### config.mk
export PLATFORM = sky130hd
export DESIGN_NAME = status_event_registers
export DESIGN_NICKNAME = d
export VERILOG_FILES = /design/src/status_event_registers_end.sv /design/src/status_pkg.sv /design/src/status_event_registers.sv
export SDC_FILE = /design/constraint.sdc
export NUM_CORES = 1
export LEC_CHECK = 0
export BUFFER_PORTS_ARGS = -buffer_cell sky130_fd_sc_hd__buf_2
export CAP_MARGIN = 20
export CORE_AREA = 2 2 117 232
export DETAILED_ROUTE_END_ITERATION = 10
export DIE_AREA = 0 0 119 234
export GPL_TIMING_DRIVEN = 0
export PLACE_DENSITY = 0.56
export SKIP_LAST_GASP = 1
export SYNTH_ARGS = -nofsm -noshare
export SYNTH_HDL_FRONTEND = slang
export SYNTH_SLANG_ARGS = --single-unit
### constraint.sdc
create_clock -name CLK -period 3.3 [get_ports CLK]
set_clock_uncertainty 0.15 [all_clocks]
set_input_delay 0.165 -clock CLK [delete_from_list [all_inputs] [get_ports CLK]]
set_output_delay 0.165 -clock CLK [all_outputs]
set_load 0.005 [all_outputs]
### src/status_event_registers_end.sv
`timescale 1ns/1ps
`default_nettype none
`default_nettype wire

### src/status_pkg.sv
`default_nettype none
package status_pkg;
  // ===========================================
  // Sizes
  localparam int WORD_W = 16;
  localparam int CODE_W = 8;
  localparam int QUEUE_DEPTH = 8;
  localparam int QIDX_W = 3;
  localparam logic [3:0] QUEUE_FULL_COUNT = 4'h8;
  localparam int ADMIT_SEL_W = 4;

  // ===========================================
  // Measurement set bit positions
  localparam int BIT_OVERFLOW = 0;
  localparam int BIT_LOW_ONE = 1;
  localparam int BIT_HIGH_ONE = 2;
  localparam int BIT_LOW_TWO = 3;
  localparam int BIT_HIGH_TWO = 4;
  localparam int BIT_READY = 5;
  localparam int BIT_HAS_READINGS = 7;
  localparam int BIT_HALF = 8;
  localparam int BIT_FULL = 9;
  localparam int BIT_PRETRIGGER = 11;

  // ===========================================
  // Questionable set bit positions
  localparam int BIT_TEMP = 4;
  localparam int BIT_CAL = 8;
  localparam int BIT_WARN = 14;

  // ===========================================
  // Masks and reset values
  localparam logic [15:0] MEAS_VALID_MASK = 16'h0BBF;
  localparam logic [15:0] QUES_VALID_MASK = 16'h4110;
  localparam logic [15:0] EVENT_RESET = 16'h0000;
  localparam logic [15:0] ENABLE_DEFAULT = 16'h0000;
  localparam logic [15:0] FALL_DEFAULT = 16'h0000;
  localparam logic [15:0] ADMIT_DEFAULT = 16'hFFFF;
  localparam logic [7:0] NO_ERROR_CODE = 8'h00;

  // ===========================================
  // Commands
  typedef enum logic [3:0] {
    CMD_NOP = 4'h0,
    CMD_READ_EVENT = 4'h1,
    CMD_WRITE_ENABLE = 4'h2,
    CMD_READ_ENABLE = 4'h3,
    CMD_WRITE_RISE = 4'h4,
    CMD_READ_RISE = 4'h5,
    CMD_WRITE_FALL = 4'h6,
    CMD_READ_FALL = 4'h7,
    CMD_READ_COND = 4'h8,
    CMD_PRESET = 4'h9,
    CMD_CLEAR_STATUS = 4'hA,
    CMD_QUEUE_NEXT = 4'hB,
    CMD_QUEUE_ADMIT = 4'hC,
    CMD_QUEUE_READ_ADMIT = 4'hD,
    CMD_QUEUE_BLOCK = 4'hE,
    CMD_QUEUE_CLEAR = 4'hF
  } cmd_type;

  typedef enum logic {
    SET_MEAS = 1'b0,
    SET_QUES = 1'b1
  } set_type;
endpackage : status_pkg
`default_nettype wire

### src/status_event_registers.sv
`timescale 1ns/1ps
`default_nettype none
module status_event_registers (
  input wire logic CLK,
  input wire logic SRST,
  input wire logic CE,
  input wire logic CMD_VALID,
  input wire status_pkg::cmd_type CMD_CODE,
  input wire status_pkg::set_type CMD_SET,
  input wire logic [15:0] CMD_DATA,
  input wire logic READING_OVERFLOW,
  input wire logic BELOW_LOW_LIMIT_ONE,
  input wire logic ABOVE_HIGH_LIMIT_ONE,
  input wire logic BELOW_LOW_LIMIT_TWO,
  input wire logic ABOVE_HIGH_LIMIT_TWO,
  input wire logic READING_DONE,
  input wire logic READING_START,
  input wire logic BUFFER_AT_LEAST_TWO,
  input wire logic BUFFER_EMPTY,
  input wire logic BUFFER_HALF,
  input wire logic BUFFER_FULL_FLAG,
  input wire logic PRETRIGGER_EVENT,
  input wire logic PRETRIGGER_DONE,
  input wire logic REF_JUNCTION_INVALID,
  input wire logic REF_JUNCTION_VALID,
  input wire logic CAL_CONST_INVALID,
  input wire logic CAL_SUCCESS,
  input wire logic COMMAND_IGNORED,
  input wire logic COMMAND_EXECUTED,
  input wire logic ERR_PUSH,
  input wire logic [7:0] ERR_CODE,
  output logic RSP_VALID,
  output logic [15:0] RSP_DATA,
  output logic MEAS_SUMMARY,
  output logic QUES_SUMMARY,
  output logic ERR_INDICATOR
);
  import status_pkg::*;

  // ===========================================
  // State
  typedef struct packed {
    logic [15:0] meas_cond;
    logic [15:0] ques_cond;
    logic [15:0] meas_event;
    logic [15:0] ques_event;
    logic [15:0] meas_enable;
    logic [15:0] ques_enable;
    logic [15:0] meas_rise;
    logic [15:0] meas_fall;
    logic [15:0] ques_rise;
    logic [15:0] ques_fall;
    logic reading_ready;
    logic buffer_has_readings;
    logic buffer_pretrigger_flag;
    logic temp_bad;
    logic cal_bad;
    logic warn;
    logic [QUEUE_DEPTH-1:0][CODE_W-1:0] queue;
    logic [3:0] queue_count;
    logic [15:0] admit;
    logic rsp_valid;
    logic [15:0] rsp_data;
    logic meas_sum;
    logic ques_sum;
    logic err_led;
  } state_type;

  state_type st;
  state_type next_st;
  logic [15:0] meas_now;
  logic [15:0] ques_now;
  logic [15:0] meas_hits;
  logic [15:0] ques_hits;
  logic is_read_meas;
  logic is_read_ques;

  // ===========================================
  // Helpers
  function automatic logic [15:0] edge_hits(input logic [15:0] now, input logic [15:0] prev,
                                            input logic [15:0] rise, input logic [15:0] fall,
                                            input logic [15:0] valid);
    edge_hits = ((now & ~prev & rise) | (~now & prev & fall)) & valid;
  endfunction : edge_hits

  // Set wins over a read or clear-status clear in the same cycle
  function automatic logic [15:0] event_next(input logic [15:0] old, input logic [15:0] hits,
                                             input logic clr);
    event_next = clr ? hits : (old | hits);
  endfunction : event_next

  function automatic logic sticky(input logic old, input logic set, input logic clr);
    sticky = set | (old & ~clr);
  endfunction : sticky

  // ===========================================
  // Next state
  always_comb begin
    next_st = st;
    meas_now = '0;
    ques_now = '0;
    next_st.rsp_valid = 1'b0;
    next_st.reading_ready = sticky(st.reading_ready, READING_DONE, READING_START);
    next_st.buffer_has_readings = sticky(st.buffer_has_readings, BUFFER_AT_LEAST_TWO, BUFFER_EMPTY);
    next_st.buffer_pretrigger_flag = sticky(st.buffer_pretrigger_flag, PRETRIGGER_EVENT, PRETRIGGER_DONE);
    next_st.temp_bad = sticky(st.temp_bad, REF_JUNCTION_INVALID, REF_JUNCTION_VALID);
    next_st.cal_bad = sticky(st.cal_bad, CAL_CONST_INVALID, CAL_SUCCESS);
    next_st.warn = sticky(st.warn, COMMAND_IGNORED, COMMAND_EXECUTED);
    meas_now[BIT_OVERFLOW] = READING_OVERFLOW;
    meas_now[BIT_LOW_ONE] = BELOW_LOW_LIMIT_ONE;
    meas_now[BIT_HIGH_ONE] = ABOVE_HIGH_LIMIT_ONE;
    meas_now[BIT_LOW_TWO] = BELOW_LOW_LIMIT_TWO;
    meas_now[BIT_HIGH_TWO] = ABOVE_HIGH_LIMIT_TWO;
    meas_now[BIT_READY] = next_st.reading_ready;
    meas_now[BIT_HAS_READINGS] = next_st.buffer_has_readings;
    meas_now[BIT_HALF] = BUFFER_HALF;
    meas_now[BIT_FULL] = BUFFER_FULL_FLAG;
    meas_now[BIT_PRETRIGGER] = next_st.buffer_pretrigger_flag;
    ques_now[BIT_TEMP] = next_st.temp_bad;
    ques_now[BIT_CAL] = next_st.cal_bad;
    ques_now[BIT_WARN] = next_st.warn;
    next_st.meas_cond = meas_now;
    next_st.ques_cond = ques_now;
    // Transition filters on assigned bits only
    meas_hits = edge_hits(meas_now, st.meas_cond, st.meas_rise, st.meas_fall, MEAS_VALID_MASK);
    ques_hits = edge_hits(ques_now, st.ques_cond, st.ques_rise, st.ques_fall, QUES_VALID_MASK);
    is_read_meas = CMD_VALID && (CMD_CODE == CMD_READ_EVENT) && (CMD_SET == SET_MEAS);
    is_read_ques = CMD_VALID && (CMD_CODE == CMD_READ_EVENT) && (CMD_SET == SET_QUES);
    // Read or clear-status clears the event bits
    next_st.meas_event = event_next(st.meas_event, meas_hits,
                                    is_read_meas || (CMD_VALID && CMD_CODE == CMD_CLEAR_STATUS));
    next_st.ques_event = event_next(st.ques_event, ques_hits,
                                    is_read_ques || (CMD_VALID && CMD_CODE == CMD_CLEAR_STATUS));
    if (CMD_VALID) begin
      case (CMD_CODE)
        // Event query returns the binary weighted word
        CMD_READ_EVENT: begin
          next_st.rsp_valid = 1'b1;
          next_st.rsp_data = (CMD_SET == SET_MEAS) ? st.meas_event : st.ques_event;
        end
        CMD_WRITE_ENABLE: begin
          if (CMD_SET == SET_MEAS) next_st.meas_enable = CMD_DATA & MEAS_VALID_MASK;
          else next_st.ques_enable = CMD_DATA & QUES_VALID_MASK;
        end
        CMD_READ_ENABLE: begin
          next_st.rsp_valid = 1'b1;
          next_st.rsp_data = (CMD_SET == SET_MEAS) ? st.meas_enable : st.ques_enable;
        end
        CMD_WRITE_RISE: begin
          if (CMD_SET == SET_MEAS) next_st.meas_rise = CMD_DATA & MEAS_VALID_MASK;
          else next_st.ques_rise = CMD_DATA & QUES_VALID_MASK;
        end
        CMD_READ_RISE: begin
          next_st.rsp_valid = 1'b1;
          next_st.rsp_data = (CMD_SET == SET_MEAS) ? st.meas_rise : st.ques_rise;
        end
        CMD_WRITE_FALL: begin
          if (CMD_SET == SET_MEAS) next_st.meas_fall = CMD_DATA & MEAS_VALID_MASK;
          else next_st.ques_fall = CMD_DATA & QUES_VALID_MASK;
        end
        CMD_READ_FALL: begin
          next_st.rsp_valid = 1'b1;
          next_st.rsp_data = (CMD_SET == SET_MEAS) ? st.meas_fall : st.ques_fall;
        end
        CMD_READ_COND: begin
          next_st.rsp_valid = 1'b1;
          next_st.rsp_data = (CMD_SET == SET_MEAS) ? st.meas_cond : st.ques_cond;
        end
        // Preset restores masks and filters only
        CMD_PRESET: begin
          next_st.meas_enable = ENABLE_DEFAULT;
          next_st.ques_enable = ENABLE_DEFAULT;
          next_st.meas_rise = MEAS_VALID_MASK;
          next_st.ques_rise = QUES_VALID_MASK;
          next_st.meas_fall = FALL_DEFAULT;
          next_st.ques_fall = FALL_DEFAULT;
        end
        // Newest message leaves first; empty answers no-error
        CMD_QUEUE_NEXT: begin
          next_st.rsp_valid = 1'b1;
          if (st.queue_count != 4'h0) begin
            next_st.rsp_data = {8'h00, st.queue[QIDX_W'(st.queue_count - 4'h1)]};
            next_st.queue_count = st.queue_count - 4'h1;
          end else begin
            next_st.rsp_data = {8'h00, NO_ERROR_CODE};
          end
        end
        CMD_QUEUE_ADMIT: next_st.admit = st.admit | CMD_DATA;
        CMD_QUEUE_BLOCK: next_st.admit = st.admit & ~CMD_DATA;
        CMD_QUEUE_READ_ADMIT: begin
          next_st.rsp_valid = 1'b1;
          next_st.rsp_data = st.admit;
        end
        CMD_QUEUE_CLEAR: next_st.queue_count = 4'h0;
        default: begin
        end
      endcase
    end
    // Admission filter on the low code nibble; a full queue drops new messages
    if (ERR_PUSH && st.admit[ERR_CODE[ADMIT_SEL_W-1:0]] && !(CMD_VALID && CMD_CODE == CMD_QUEUE_CLEAR)
        && (next_st.queue_count != QUEUE_FULL_COUNT)) begin
      next_st.queue[QIDX_W'(next_st.queue_count)] = ERR_CODE;
      next_st.queue_count = next_st.queue_count + 4'h1;
    end
    next_st.meas_sum = |(next_st.meas_event & next_st.meas_enable);
    next_st.ques_sum = |(next_st.ques_event & next_st.ques_enable);
    next_st.err_led = |ques_now;
  end

  // ===========================================
  // Registers
  always_ff @(posedge CLK) begin
    if (SRST) begin
      st <= '0;
      // Reset clears events and loads defaults
      st.meas_event <= EVENT_RESET;
      st.ques_event <= EVENT_RESET;
      st.meas_rise <= MEAS_VALID_MASK;
      st.ques_rise <= QUES_VALID_MASK;
      st.admit <= ADMIT_DEFAULT;
    end else if (CE) begin
      st <= next_st;
    end
  end

  assign RSP_VALID = st.rsp_valid;
  assign RSP_DATA = st.rsp_data;
  assign MEAS_SUMMARY = st.meas_sum;
  assign QUES_SUMMARY = st.ques_sum;
  assign ERR_INDICATOR = st.err_led;
endmodule : status_event_registers
`default_nettype wire

Word level (Yosys, flattened, before mapping)

Cells that the tools add are included.

Bits in read-only memories: 0
RAM bits: 0
Memories: 0
Latch bits: 0
Register bits after elaboration: 251

Muxes and demuxes: 31
Equality and inequality tests: 20
Magnitude comparators: 4
$add $sub $neg: 2
Shift operators: 0
Bitwise operators: 40
Reductions and logical operators: 27
Div/mod/pow operators: 0
$mul: 0

Operator list:

| kind               | count |
|---|---|
| $mux 16            | 10 |
| $pmux 16 s2        | 5 |
| $pmux 17 s7        | 1 |
| $mux 96            | 1 |
| $bwmux 64          | 1 |
| $pmux 32 s2        | 1 |
| $and 15x15->15     | 4 |
| $and 12x12->12     | 4 |
| $and 16x16->16     | 3 |
| $mux 37            | 1 |
| $eq 4x4->1 const B | 8 |
| $reduce_or 16->1   | 2 |
| $not 15->15        | 2 |
| $bmux 8 s3         | 1 |
| $demux 8 s3        | 1 |
| $mux 8             | 3 |
| $not 12->12        | 2 |
| $eq 4x3->1 const B | 4 |
| $not 16->16        | 1 |
| $or 16x12->16      | 1 |
| $or 16x15->16      | 1 |
| $or 16x16->16      | 1 |
| $reduce_and 4->1   | 4 |
| $mux 15            | 1 |
| 27 further kinds   | 61 |

Depth between registers and ports, before layout

Gate-level depths: netlist (run 1).

Depth in word-level cells: 11
Mapped depth: 14
Depth with buffers taken out: 11

Least setup slack after synthesis (run 1)

Ideal clock, no wire load.

Kind: register to register
Start point: register st[36] (netlist bit)
End point: register st[37] (netlist bit)
Slack: -0.062 ns
Stages on the path, launching flop included: 14
Buffers on the path: 3
Arrival: 3.142 ns
Required time: 3.080 ns
Cells stage by stage: dfxtp_1 > clkbuf_1 > buf_1 > inv_1 > ha_1 > clkbuf_1 > nor4_1 > nor2_1 > ha_1 > nand2_1 > o31a_1 > o22ai_1 > mux2_2 > a21oi_1

Word-level cells in the longest chain between the ends: 7
Elaborated cells between the ends (all ways): 9
Those cells by class: add/sub (2); eq/ne (1); mux (4); reduce/logical (2)

RTL lines:

| element                                             | RTL line                                                     | RTL |
|---|---|---|
| start: declaration                                  | status_event_registers.sv:69                                 | `state_type st;` |
| start signal: assignment                            | status_event_registers.sv:222                                | `st <= next_st;` |
| $sub 4x1->4 or $reduce_bool 4->1 (tied branches)    | status_event_registers.sv:183, status_event_registers.sv:181 |  |
| $mux 4                                              | status_event_registers.sv:181                                | `if (st.queue_count != 4'h0) begin` |
| $pmux 4 s2                                          | status_event_registers.sv:135                                | `case (CMD_CODE)` |
| $mux 37 (*)                                         | status_event_registers.sv:134                                | `if (CMD_VALID) begin` |
| branches (longest 2 deep; another with $add 4x1->4) | n/a                                                          |  |
| $mux 4 (*)                                          | status_event_registers.sv:200                                | `if (ERR_PUSH && st.admit[ERR_CODE[ADMIT_SEL_W-1:0]] && !(CMD_VALID && CMD_CODE == CMD_QUEUE_CLEAR)` |

Every way passes the cells marked *.
A chain may end at the register's enable or synchronous reset.

Worst setup path after layout (run 1)

Start point: register st[36] (netlist bit)
End point: register st (netlist bit RSP_DATA[7])

Word-level cells in the longest chain between the ends: 5
Elaborated cells between the ends (all ways): 6
Those cells by class: add/sub (1); mux (4); reduce/logical (1)

RTL lines:

| element                      | RTL line                      | RTL |
|---|---|---|
| $sub 4x1->4                  | n/a                           |  |
| $bmux 8 s3                   | status_event_registers.sv:182 | `next_st.rsp_data = {8'h00, st.queue[QIDX_W'(st.queue_count - 4'h1)]};` |
| $mux 8 (implied by the code) | status_event_registers.sv:182 |  |
| $mux 8 (*)                   | status_event_registers.sv:181 |  |
| $pmux 17 s7 (*)              | status_event_registers.sv:135 |  |

Every way passes the cells marked *; elsewhere a longest branch is shown, timed or not. The select of a mux whose other input is x is not followed.

==> results.sh, run 1 <==
export IMPL_ctsHtreeMaxLevel=1
export IMPL_drt_vias_per_instance=5.80
export IMPL_cts_root_buf="clkbuf_16"
export IMPL_numCtsBuffers=21
export IMPL_clock_path_buffers=3
export IMPL_gp_congestion=0.943
export IMPL_synth_edf_count=0
export IMPL_die_area_um2=27800
export IMPL_startpoint_type="register"
export IMPL_cp_end_kind="register"
export IMPL_fp_dieW_um=119
export IMPL_syn_nets=1168
export IMPL_drv_cap=0
export IMPL_fill_cells=2502
export IMPL_ys_flop_type="dfxtp_1"
export IMPL_drc=0
export IMPL_overflow=0
export IMPL_dr_pass1_iters=7
export IMPL_boundaryPins=73
export IMPL_io_buffers=66
export IMPL_ys_async_sr_fraction=0
export IMPL_yosys_warnings=0
export IMPL_hold_depth=4
export IMPL_vdd_drop_max_v=0.000380
export IMPL_p_leak_uw=0.00467
export IMPL_fin_nets=1305
export IMPL_min_period_ns=3.18
export IMPL_ant_nets=0
export IMPL_clkSlewWorstSetupHoldPaths_ns=0.07
export IMPL_drt_iter0_drc=688
export IMPL_grt_use_total=0.276
export IMPL_grt_pass1_wl_mm=57.5
export IMPL_synth_distinct_cells=72
export IMPL_grt_pass1_vias=9369
export IMPL_hold_class="primary input to register"
export IMPL_post_place_cells=1525
export IMPL_wirelength_mm=38.7
export IMPL_fin_tns_setup_ns=0
export IMPL_num_rows=84
export IMPL_multi_input_area_um2=5650
export IMPL_final_cells=1608
export IMPL_final_cell_mix="206 x dfxtp_1, 118 x nor2_1, 74 x buf_2"
export IMPL_cts_tree="done"
export IMPL_crit_arrival_ns=3.40
export IMPL_status="finished, final reports clean"
export IMPL_ys_seq_elements=207
export IMPL_initial_core_util=0.393
export IMPL_vias=9325
export IMPL_die_h_um=234
export IMPL_cts_sinks=207
export IMPL_synth_avg_cell_area_um2=9.25
export IMPL_hold_violations=0
export IMPL_wire_per_inst_um=24.1
export IMPL_drive_gt1_frac=0.157
export IMPL_clk_latency_ns=0.54
export IMPL_slew_headroom=0.215
export IMPL_antenna_found_initial=1
export IMPL_setup_viol_count_final=0
export IMPL_r2r_cells=9
export IMPL_cp_max_fo=10
export IMPL_syn_area_um2=10300
export IMPL_slew_violations=0
export IMPL_layout_commonest_cell="dfxtp_1"
export IMPL_ys_seq_area_frac=0.403
export IMPL_seq_area_um2=4150
export IMPL_grt_max_degree=15
export IMPL_clock_fmax_ghz=0.315
export IMPL_hold_ws_ns=0.00602
export IMPL_worst_endpoint_required_ns=3.53
export IMPL_dpl_hpwl_mm=29.2
export IMPL_coreArea_um2=26200
export IMPL_p_per_area_nw_per_um2=473
export IMPL_area_growth_pct=19.7
export IMPL_synthCells=1112
export IMPL_tightestPinTransition_ns=1.17
export IMPL_worstSetupPathType="register to register"
export IMPL_min_period_over_period=0.963
flip-flops by register name (all words and copies together) (netlist names), named ones only:
signal,count
RSP_DATA,16
ERR_INDICATOR,1
QUES_SUMMARY,1
MEAS_SUMMARY,1
RSP_VALID,1
st,171
metal layers:
metal | GRT usage | up-vias | share of wire | wire (um)
li1 | - | 4354 | - | -
met1 | 0.273 | 4473 | 0.34 | 13300
met2 | 0.532 | 354 | 0.54 | 20900
met3 | 0.0319 | 144 | 0.046 | 1800
met4 | 0.183 | 0 | 0.071 | 2740
met5 | 0 | - | 0 | 0
cell type report:
class | count | share of cell area
flip-flops and latches | 207 | 0.337
multi-input cells | 789 | 0.459
clock buffers | 31 | 0.0498
inverters | 16 | 0.00488
diodes | 1 | 0.000203
plain buffers | 98 | 0.0407
well taps | 344 | 0.0350
repair buffers | 116 | 0.0665
clock inverters | 6 | 0.00732
synthesized netlist by cell type (all sizes together), types with 15 or more instances:
| cell type | n | area share |
|---|---|---|
| a311o | 15 | 0.015 |
| a21boi | 16 | 0.012 |
| buf | 40 | 0.027 |
| a21oi | 38 | 0.018 |
| dfxtp | 207 | 0.40 |
| clkbuf | 60 | 0.022 |
| nor2 | 118 | 0.043 |
| mux4 | 17 | 0.037 |
| nand2 | 56 | 0.021 |
| and2 | 43 | 0.026 |
| a22oi | 71 | 0.052 |
| o21ai | 72 | 0.038 |
| nand2b | 42 | 0.026 |
| inv | 16 | 0.0058 |
| nand3b | 50 | 0.037 |
| o22ai | 16 | 0.0097 |
| mux2i | 72 | 0.070 |
where the power goes:
group	internal, uW	leakage [uW]	switching [uW]
Combinational	272	0.00265	433
Clock	1450	0.000342	1080
Sequential	2550	0.00168	45.7
Total	4270	0.00467	1550
worst max-delay path, stage by stage, from the launching register on:
cell and delay, ns:
dfxtp_2 0.45, buf_6 0.24, inv_1 0.08, ha_2 0.54
clkbuf_2 0.38, mux4_2 0.37, mux2i_1 0.29, nor2_1 0.08
a21oi_1 0.29, a311oi_1 0.14
through the flow:
step	utilization	setup WS, ns	area [um^2]	power (uW)
finish	0.470	0.123	12300	5820
global route	0.470	-0.000464	12300	6000
CTS	0.468	-0.00394	12300	5840
detailed placement	0.423	-0.992	11100	3290
global placement	0.422	-0.984	11000	3280
floorplan	-	0.139	10300	3020
path summary, 6_finish.rpt:
| kind | from | endpoint | slack, ns |
|---|---|---|---|
| min | REF_JUNCTION_VALID | ERR_INDICATOR$_SDFFE_PP0P_ | 0.006 |
| max reg2reg | st[36]$_SDFFE_PP0P_ | RSP_DATA[7]$_SDFFE_PP0P_ | 0.12 |
| max | st[36]$_SDFFE_PP0P_ | RSP_DATA[7]$_SDFFE_PP0P_ | 0.12 |
| min reg2reg | st[59]$_SDFFE_PP0P_ | st[59]$_SDFFE_PP0P_ | 0.32 |
logic make-up (layout without fill, tap and decap cells):
group,Yosys count,count (layout),synth area share
AO/OA/AOI/OAI,300,300,0.207
XOR/XNOR,3,3,0.00255
adder cells (fa/ha/maj),3,3,0.00365
buffers and inverters,116,267,0.0543
flip-flops,207,207,0.403
multiplexers,103,103,0.123
other,0,1,0
AND/OR/NAND/NOR,380,380,0.207
timing repair:
item	4_1_cts	5_1_grt
hold buffers	45	0
resized for setup	8	9
buffers inserted	1	1
pin swaps	1	0
endpoints found under the setup margin	76	35
hold endpoints to repair	106	0
gates cloned	0	0
Power figures use the tool's default switching activity.
==> run 2, diff against run 1 <==
--- a/config.mk
+++ b/config.mk
@@ -6,12 +6,12 @@
 export NUM_CORES = 1
 export LEC_CHECK = 0
 export BUFFER_PORTS_ARGS = -buffer_cell sky130_fd_sc_hd__buf_2
-export CAP_MARGIN = 20
-export CORE_AREA = 2 2 117 232
+export CAP_MARGIN = 30
+export CORE_AREA = 2 2 100 199
 export DETAILED_ROUTE_END_ITERATION = 10
-export DIE_AREA = 0 0 119 234
+export DIE_AREA = 0 0 102 201
 export GPL_TIMING_DRIVEN = 0
-export PLACE_DENSITY = 0.56
+export PLACE_DENSITY = 0.76
 export SKIP_LAST_GASP = 1
 export SYNTH_ARGS = -nofsm -noshare
 export SYNTH_HDL_FRONTEND = slang
==> run 2 against run 1 <==
Hold slack better by 0.034 ns; design area shrank 1.3%; flip-flop and latch count stayed put; fmax decreased by 1.4%; cell count shrank 5.7%; critical path depth grew 3; routed wire length is 11% lower; core utilization increased by 17 points; largest power group unchanged.
==> results.sh, run 2 (synthesis gave the netlist of run 1 again) <==
export IMPL_num_rows=72
export IMPL_gp_congestion=0.985
export IMPL_slew_violations=0
export IMPL_die_area_um2=20500
export IMPL_ant_nets=0
export IMPL_r2r_end="st[37]$_SDFFE_PP0P_"
export IMPL_dr_pass1_iters=6
export IMPL_setup_viol_count_final=0
export IMPL_r2r_cells=12
export IMPL_grt_pass1_vias=9371
export IMPL_worst_endpoint_required_ns=3.58
export IMPL_grt_max_degree=16
export IMPL_drive_gt1_frac=0.156
export IMPL_post_place_cells=1440
export IMPL_fp_dieW_um=102
export IMPL_coreArea_um2=19100
export IMPL_cts_tree="done"
export IMPL_drt_vias_per_instance=6.29
export IMPL_postPlaceCellArea_um2=11000
export IMPL_crit_path_end="st[37]$_SDFFE_PP0P_"
export IMPL_p_per_area_nw_per_um2=456
export IMPL_hold_depth=4
export IMPL_vdd_drop_max_v=0.000418
export IMPL_largest_reg_flops=171
export IMPL_critPathLaunch="st[36]$_SDFFE_PP0P_"
export IMPL_slew_headroom=0.265
export IMPL_regMostFlops="st"
export IMPL_fill_cells=1608
export IMPL_wirelength_mm=34.4
export IMPL_drv_cap=0
export IMPL_die_h_um=201
export IMPL_rsz0062_at_grt="yes"
export IMPL_drc=0
export IMPL_diodes=0
export IMPL_initial_core_util=0.539
export IMPL_worstSetupPathType="register to register"
export IMPL_io_buffers=66
export IMPL_multi_input_area_um2=5660
export IMPL_final_area_um2=12200
export IMPL_cp_end_kind="register"
export IMPL_cp_slowest_cell="or3b_2"
export IMPL_layout_commonest_cell="dfxtp_1"
export IMPL_grt_use_total=0.333
export IMPL_timing_rr_start="st[36]$_SDFFE_PP0P_"
export IMPL_min_period_ns=3.22
export IMPL_startpoint_type="register"
export IMPL_min_period_over_period=0.977
export IMPL_overflow=0
export IMPL_vias=9549
export IMPL_fin_nets=1305
export IMPL_final_cells=1517
export IMPL_drt_iter0_drc=970
export IMPL_grt_pass1_wl_mm=52.7
export IMPL_dpl_hpwl_mm=24.6
export IMPL_clk_latency_ns=0.51
export IMPL_crit_chain="buf_6, inv_1, ha_4, or3b_2, nand3b_1, and2_1, ha_2, nand2_1, o31a_1, o22ai_2, mux2_2, a21oi_1"
export IMPL_cp_top_family="simple AND/OR/NAND/NOR gates"
export IMPL_min_from="REF_JUNCTION_VALID"
export IMPL_hold_ws_ns=0.0396
export IMPL_crit_arrival_ns=3.50
export IMPL_cts_sinks=207
export IMPL_slowest_delay_ns=0.51
export IMPL_ctsHtreeMaxLevel=1
export IMPL_clkSlewWorstSetupHoldPaths_ns=0.06
export IMPL_seq_area_um2=4150
export IMPL_cp_num_cells=12
export IMPL_tightestPinTransition_ns=1.10
export IMPL_cp_max_fo=10
export IMPL_fin_util=0.636
export IMPL_worst_slack_ns=0.0766
export IMPL_wire_per_inst_um=22.7
export IMPL_cts_root_buf="clkbuf_16"
export IMPL_status="finished, final reports clean"
export IMPL_antenna_found_initial=0
export IMPL_clock_path_buffers=3
export IMPL_pre_cts_ws_ns=-0.776
export IMPL_final_cell_mix="206 x dfxtp_1, 118 x nor2_1, 75 x buf_2"
export IMPL_worst_path_buf_inv=2
export IMPL_area_growth_pct=18.2
export IMPL_numCtsBuffers=20
export IMPL_boundaryPins=73
export IMPL_hold_violations=0
export IMPL_p_leak_uw=0.00466
export IMPL_hold_class="primary input to register"
export IMPL_rrSetupSlack_ns=0.08
export IMPL_clock_fmax_ghz=0.310
-- run 2: cell types whose count changed in the layout (fill, tap and decap cells not counted), sizes merged --
| cell | before | now |
|---|---|---|
| clkbuf | 90 | 86 |
| bufinv | 2 | 0 |
| clkinv | 2 | 3 |
| diode | 1 | 0 |
| dlymetal6s2s | 0 | 1 |
| inv | 17 | 16 |
-- run 2: area by class of cell --
cell class / instances / area share
clock buffers: 27 / 0.0484
plain buffers: 98 / 0.0418
multi-input cells: 789 / 0.466
flip-flops and latches: 207 / 0.341
clock inverters: 4 / 0.00340
inverters: 16 / 0.00494
well taps: 259 / 0.0267
repair buffers: 117 / 0.0681
-- run 2: power by group --
| part | switching [uW] | leakage [uW] | internal (uW) | total (uW) |
|---|---|---|---|---|
| combinational | 414 | 0.00268 | 276 | 690 |
| sequential | 41.3 | 0.00168 | 2550 | 2590 |
| clock | 1010 | 0.000305 | 1250 | 2270 |
| total | 1470 | 0.00466 | 4080 | 5550 |
-- run 2: per-layer routing --
metal  vias to the layer above  share of wire  routed length (um)  GRT usage
met1                      4617           0.40               13700      0.423
met2                       461           0.47               16100      0.537
met5                         -              0                   0          0
li1                       4343              -                   -          -
met4                         0          0.065                2250      0.185
met3                       128          0.067                2300     0.0442
-- run 2: tightest hold or removal path: cells and delay by family --
family / cells / cell delay [ns]
buffers and inverters: 2 / 0.16
AOI/OAI and AO/OA: 2 / 0.31
-- run 2: worst min path at each step --
stage | endpoint | slack, ns
floorplan | st[159]$_SDFFE_PP1P_ | 0.14
global placement | st[84]$_SDFFE_PP0P_ | 0.28
detailed placement | st[258]$_SDFFE_PP0P_ | 0.29
CTS | ERR_INDICATOR$_SDFFE_PP0P_ | 0.04
global route | st[198]$_SDFFE_PP0P_ | 0.11
finish | ERR_INDICATOR$_SDFFE_PP0P_ | 0.04
-- run 2: stage by stage --
step	setup TNS (ns)	total power, uW
2_1_floorplan	0	3020
3_3_place_gp	-26.75	3250
3_5_place_dp	-29.52	3260
4_1_cts	0	5520
5_1_grt	-0.0616	5680
6_report	0	5550
-- run 2: timing repair --
item | in CTS | in global routing
hold endpoints to repair | 97 | 0
pin swaps | 2 | 1
hold buffers | 45 | 0
setup endpoints to repair | 75 | 40
buffers inserted | 2 | 0
resized for setup | 9 | 8
==> run 3, diff against run 2 <==
--- a/config.mk
+++ b/config.mk
@@ -5,11 +5,13 @@
 export SDC_FILE = /design/constraint.sdc
 export NUM_CORES = 1
 export LEC_CHECK = 0
+export ABC_AREA = 1
 export BUFFER_PORTS_ARGS = -buffer_cell sky130_fd_sc_hd__buf_2
 export CAP_MARGIN = 30
-export CORE_AREA = 2 2 100 199
+export CORE_AREA = 2 2 101 201
+export CTS_BUF_LIST = sky130_fd_sc_hd__clkbuf_8
 export DETAILED_ROUTE_END_ITERATION = 10
-export DIE_AREA = 0 0 102 201
+export DIE_AREA = 0 0 103 203
 export GPL_TIMING_DRIVEN = 0
 export PLACE_DENSITY = 0.76
 export SKIP_LAST_GASP = 1
==> run 3 against run 2 <==
Register-to-register slack better by 0.02 ns; non-clock buffer count is 2 lower; via count is 18% higher; critical path depth is 1 lower; fmax is 0.69% higher; synthesized cell count is 42% higher; flip-flop and latch count stayed put; sequential power hardly changed; critical endpoint is now RSP_DATA[4]$_SDFFE_PP0P_; largest power group unchanged; highest routed layer unchanged.
==> results.sh, run 3 <==
export IMPL_status="finished, final reports clean"
export IMPL_slowest_delay_ns=0.49
export IMPL_ys_flop_type="dfxtp_1"
export IMPL_syn_area_um2=10500
export IMPL_worst_path_buf_inv=5
export IMPL_hold_depth=5
export IMPL_p_clk_frac=0.366
export IMPL_ys_top_cells_by_count="329 x nand2_1, 209 x inv_1, 207 x dfxtp_1"
export IMPL_ant_nets=0
export IMPL_clock_fmax_ghz=0.312
export IMPL_initial_core_util=0.546
export IMPL_p_comb_frac=0.152
export IMPL_dpl_hpwl_mm=30.6
export IMPL_cp_slowest_cell="o21ai_0"
export IMPL_r2r_end="RSP_DATA[4]$_SDFFE_PP0P_"
export IMPL_grt_use_total=0.396
export IMPL_worstSetupPathType="register to register"
export IMPL_rrSetupSlack_ns=0.1
export IMPL_crit_chain="inv_1, buf_2, ha_1, clkbuf_1, clkbuf_1, o21ai_0, o21ai_0, o211ai_1, nand3_1, o211ai_1, inv_1"
export IMPL_ys_async_sr_fraction=0
export IMPL_slew_headroom=0.301
export IMPL_p_leak_uw=0.00568
export IMPL_largest_reg_flops=171
export IMPL_cts_tree="done"
export IMPL_final_cells=2003
export IMPL_overflow=0
export IMPL_num_rows=72
export IMPL_crit_arrival_ns=3.60
export IMPL_timing_rr_start="st[36]$_SDFFE_PP0P_"
export IMPL_synth_top_cell_by_area="dfxtp_1"
export IMPL_die_h_um=203
export IMPL_synth_distinct_cells=51
export IMPL_yosys_warnings=0
export IMPL_regMostFlops="st"
export IMPL_synthCells=1577
export IMPL_clkSlewWorstSetupHoldPaths_ns=0.07
export IMPL_cts_root_buf="clkbuf_8"
export IMPL_antenna_found_initial=0
export IMPL_die_area_um2=20900
export IMPL_cp_end_kind="register"
export IMPL_min_period_over_period=0.970
export IMPL_setup_viol_count_final=0
export IMPL_gp_congestion=1.08
export IMPL_synth_area_leaders="dfxtp_1 39%, nand2_1 12%, o21ai_0 8.4%, inv_1 7.4%, nor2_1 6.7%"
export IMPL_yosysMostFrequentCell="nand2_1"
export IMPL_drv_cap=0
export IMPL_layout_commonest_cell="nand2_1"
export IMPL_grt_pass1_vias=11000
export IMPL_fin_nets=1780
export IMPL_drc=0
export IMPL_ys_seq_elements=207
export IMPL_wire_per_inst_um=20.4
export IMPL_seqPwrFrac=0.482
export IMPL_min_from="CE"
export IMPL_worst_endpoint_required_ns=3.69
export IMPL_synth_edf_count=0
export IMPL_startpoint_type="register"
export IMPL_drive_gt1_frac=0.0993
export IMPL_swShare=0.306
export IMPL_drt_vias_per_instance=5.64
export IMPL_slew_violations=0
export IMPL_rsz0062_at_grt="yes"
export IMPL_coreArea_um2=19300
export IMPL_synth_avg_cell_area_um2=6.68
export IMPL_hold_class="primary input to register"
export IMPL_ctsHtreeMaxLevel=1
export IMPL_wirelength_mm=40.9
export IMPL_syn_nets=1633
export IMPL_hold_violations=0
export IMPL_grt_max_degree=16
export IMPL_holdPathEnd="st[146]$_SDFFE_PP0P_"
export IMPL_power_switching_uw=1660
export IMPL_ys_seq_area_frac=0.393
export IMPL_worst_slack_ns=0.0988
export IMPL_dr_pass1_iters=6
export IMPL_tightestPinTransition_ns=1.04
export IMPL_clock_path_buffers=3
export IMPL_final_cell_mix="328 x nand2_1, 220 x inv_1, 207 x dfxtp_1"
export IMPL_total_power_uw=5420
export IMPL_r2r_cells=11
export IMPL_cts_sinks=207
export IMPL_vias=11300
export IMPL_area_growth_pct=16.2
export IMPL_pre_cts_ws_ns=0.117
export IMPL_synth_top_area_frac=0.393
export IMPL_drt_iter0_drc=884
export IMPL_io_buffers=63
export IMPL_boundaryPins=73
export IMPL_clk_latency_ns=0.60
export IMPL_cp_max_fo=10
export IMPL_vdd_drop_max_v=0.000385
export IMPL_cp_top_family="buffers and inverters"
export IMPL_p_per_area_nw_per_um2=443
export IMPL_grt_pass1_wl_mm=61.3
export IMPL_min_period_ns=3.20
export IMPL_fp_dieW_um=103
export IMPL_numCtsBuffers=30
export IMPL_post_place_cells=1900
export IMPL_p_int_uw=3760
-- run 3: changes by cell type in the layout (fill, tap and decap cells not counted), moves of 30 or more --
cell      previous run  this run
a22oi_1             71         7
mux2i_1             72         0
and2_1              43         0
a21oi_1             38       105
clkbuf_8             4        34
o211ai_1             2        32
nand3b_1            48         1
o21ai_0             37       175
nand2_1             55       328
nor2_1             118       188
nand2b_1            42         0
nand3_1              5       100
inv_1               16       220
-- run 3: stage by stage --
stage	util	TNS, ns	hold WS [ns]	instance area, um^2
after floorplan	-	0	0.163	10500
after global placement	0.580	0	0.294	11200
after detailed placement	0.580	0	0.296	11200
after CTS	0.635	0	0.00444	12200
after global routing	0.635	-0.0649	0.0744	12200
final	0.635	0	0.0157	12200
-- run 3: power groups by stage --
stage / Sequential, uW / Combinational (uW) / Clock, uW
finish: 2610 / 826 / 1980
global route: 2610 / 890 / 2080
CTS: 2610 / 794 / 1990
detailed placement: 2660 / 746 / 0
global placement: 2660 / 736 / 0
floorplan: 2650 / 473 / 0
-- run 3: metal layers --
metal  routed length [um]  up-vias  GRT usage
met5                    0        -          0
li1                     -     5387          -
met2                20400      619      0.685
met4                 4790        0      0.374
met1                12700     5048      0.375
met3                 2970      237     0.0706
-- run 3: layout make-up --
class | count | area [um^2]
repair buffers | 115 | 831
multi-input cells | 1051 | 5070
fillers | 1889 | 7040
flip-flops and latches | 207 | 4140
plain buffers | 98 | 490
diodes | 1 | 2.50
inverters | 221 | 832
well taps | 259 | 324
clock inverters | 17 | 77.6
clock buffers | 34 | 468
-- run 3: worst min-delay path, stage by stage --
cell	delay [ns]
buf_2	0.11
nand2_1	0.16
nor2_1	0.14
nor2_1	0.10
a211oi_1	0.05
-- run 3: how the worst max path moves through the flow --
| stage | from | slack, ns | depth (start not counted) | end |
|---|---|---|---|---|
| after floorplan | st[36]$_SDFFE_PP0P_ | 0.73 | 16 | st[64]$_SDFFE_PP0P_ |
| after global placement | st[36]$_SDFFE_PP0P_ | 0.16 | 14 | st[70]$_SDFFE_PP0P_ |
| after detailed placement | st[36]$_SDFFE_PP0P_ | 0.12 | 14 | st[65]$_SDFFE_PP0P_ |
| after CTS | st[36]$_SDFFE_PP0P_ | 0.08 | 14 | st[70]$_SDFFE_PP0P_ |
| after global routing | st[36]$_SDFFE_PP0P_ | -0.06 | 17 | st[61]$_SDFFE_PP0P_ |
| final | st[36]$_SDFFE_PP0P_ | 0.1 | 11 | RSP_DATA[4]$_SDFFE_PP0P_ |
-- run 3: logic make-up (layout without fill, tap and decap cells) --
| group | after synthesis | after routing | share of synthesized area |
|---|---|---|---|
| AND/OR/NAND/NOR | 670 | 670 | 0.273 |
| AO/OA/AOI/OAI | 376 | 376 | 0.203 |
| buffers and inverters | 319 | 485 | 0.126 |
| flip-flops | 207 | 207 | 0.393 |
| adder cells (fa/ha/maj) | 3 | 3 | 0.00356 |
| XOR/XNOR | 2 | 2 | 0.00166 |
| other | 0 | 1 | 0 |
-- run 3: repair_timing --
action,CTS,global route
hold endpoints to repair,129,0
resized for setup,0,2
buffers inserted,0,0
setup endpoints to repair,0,18
hold buffers,51,0
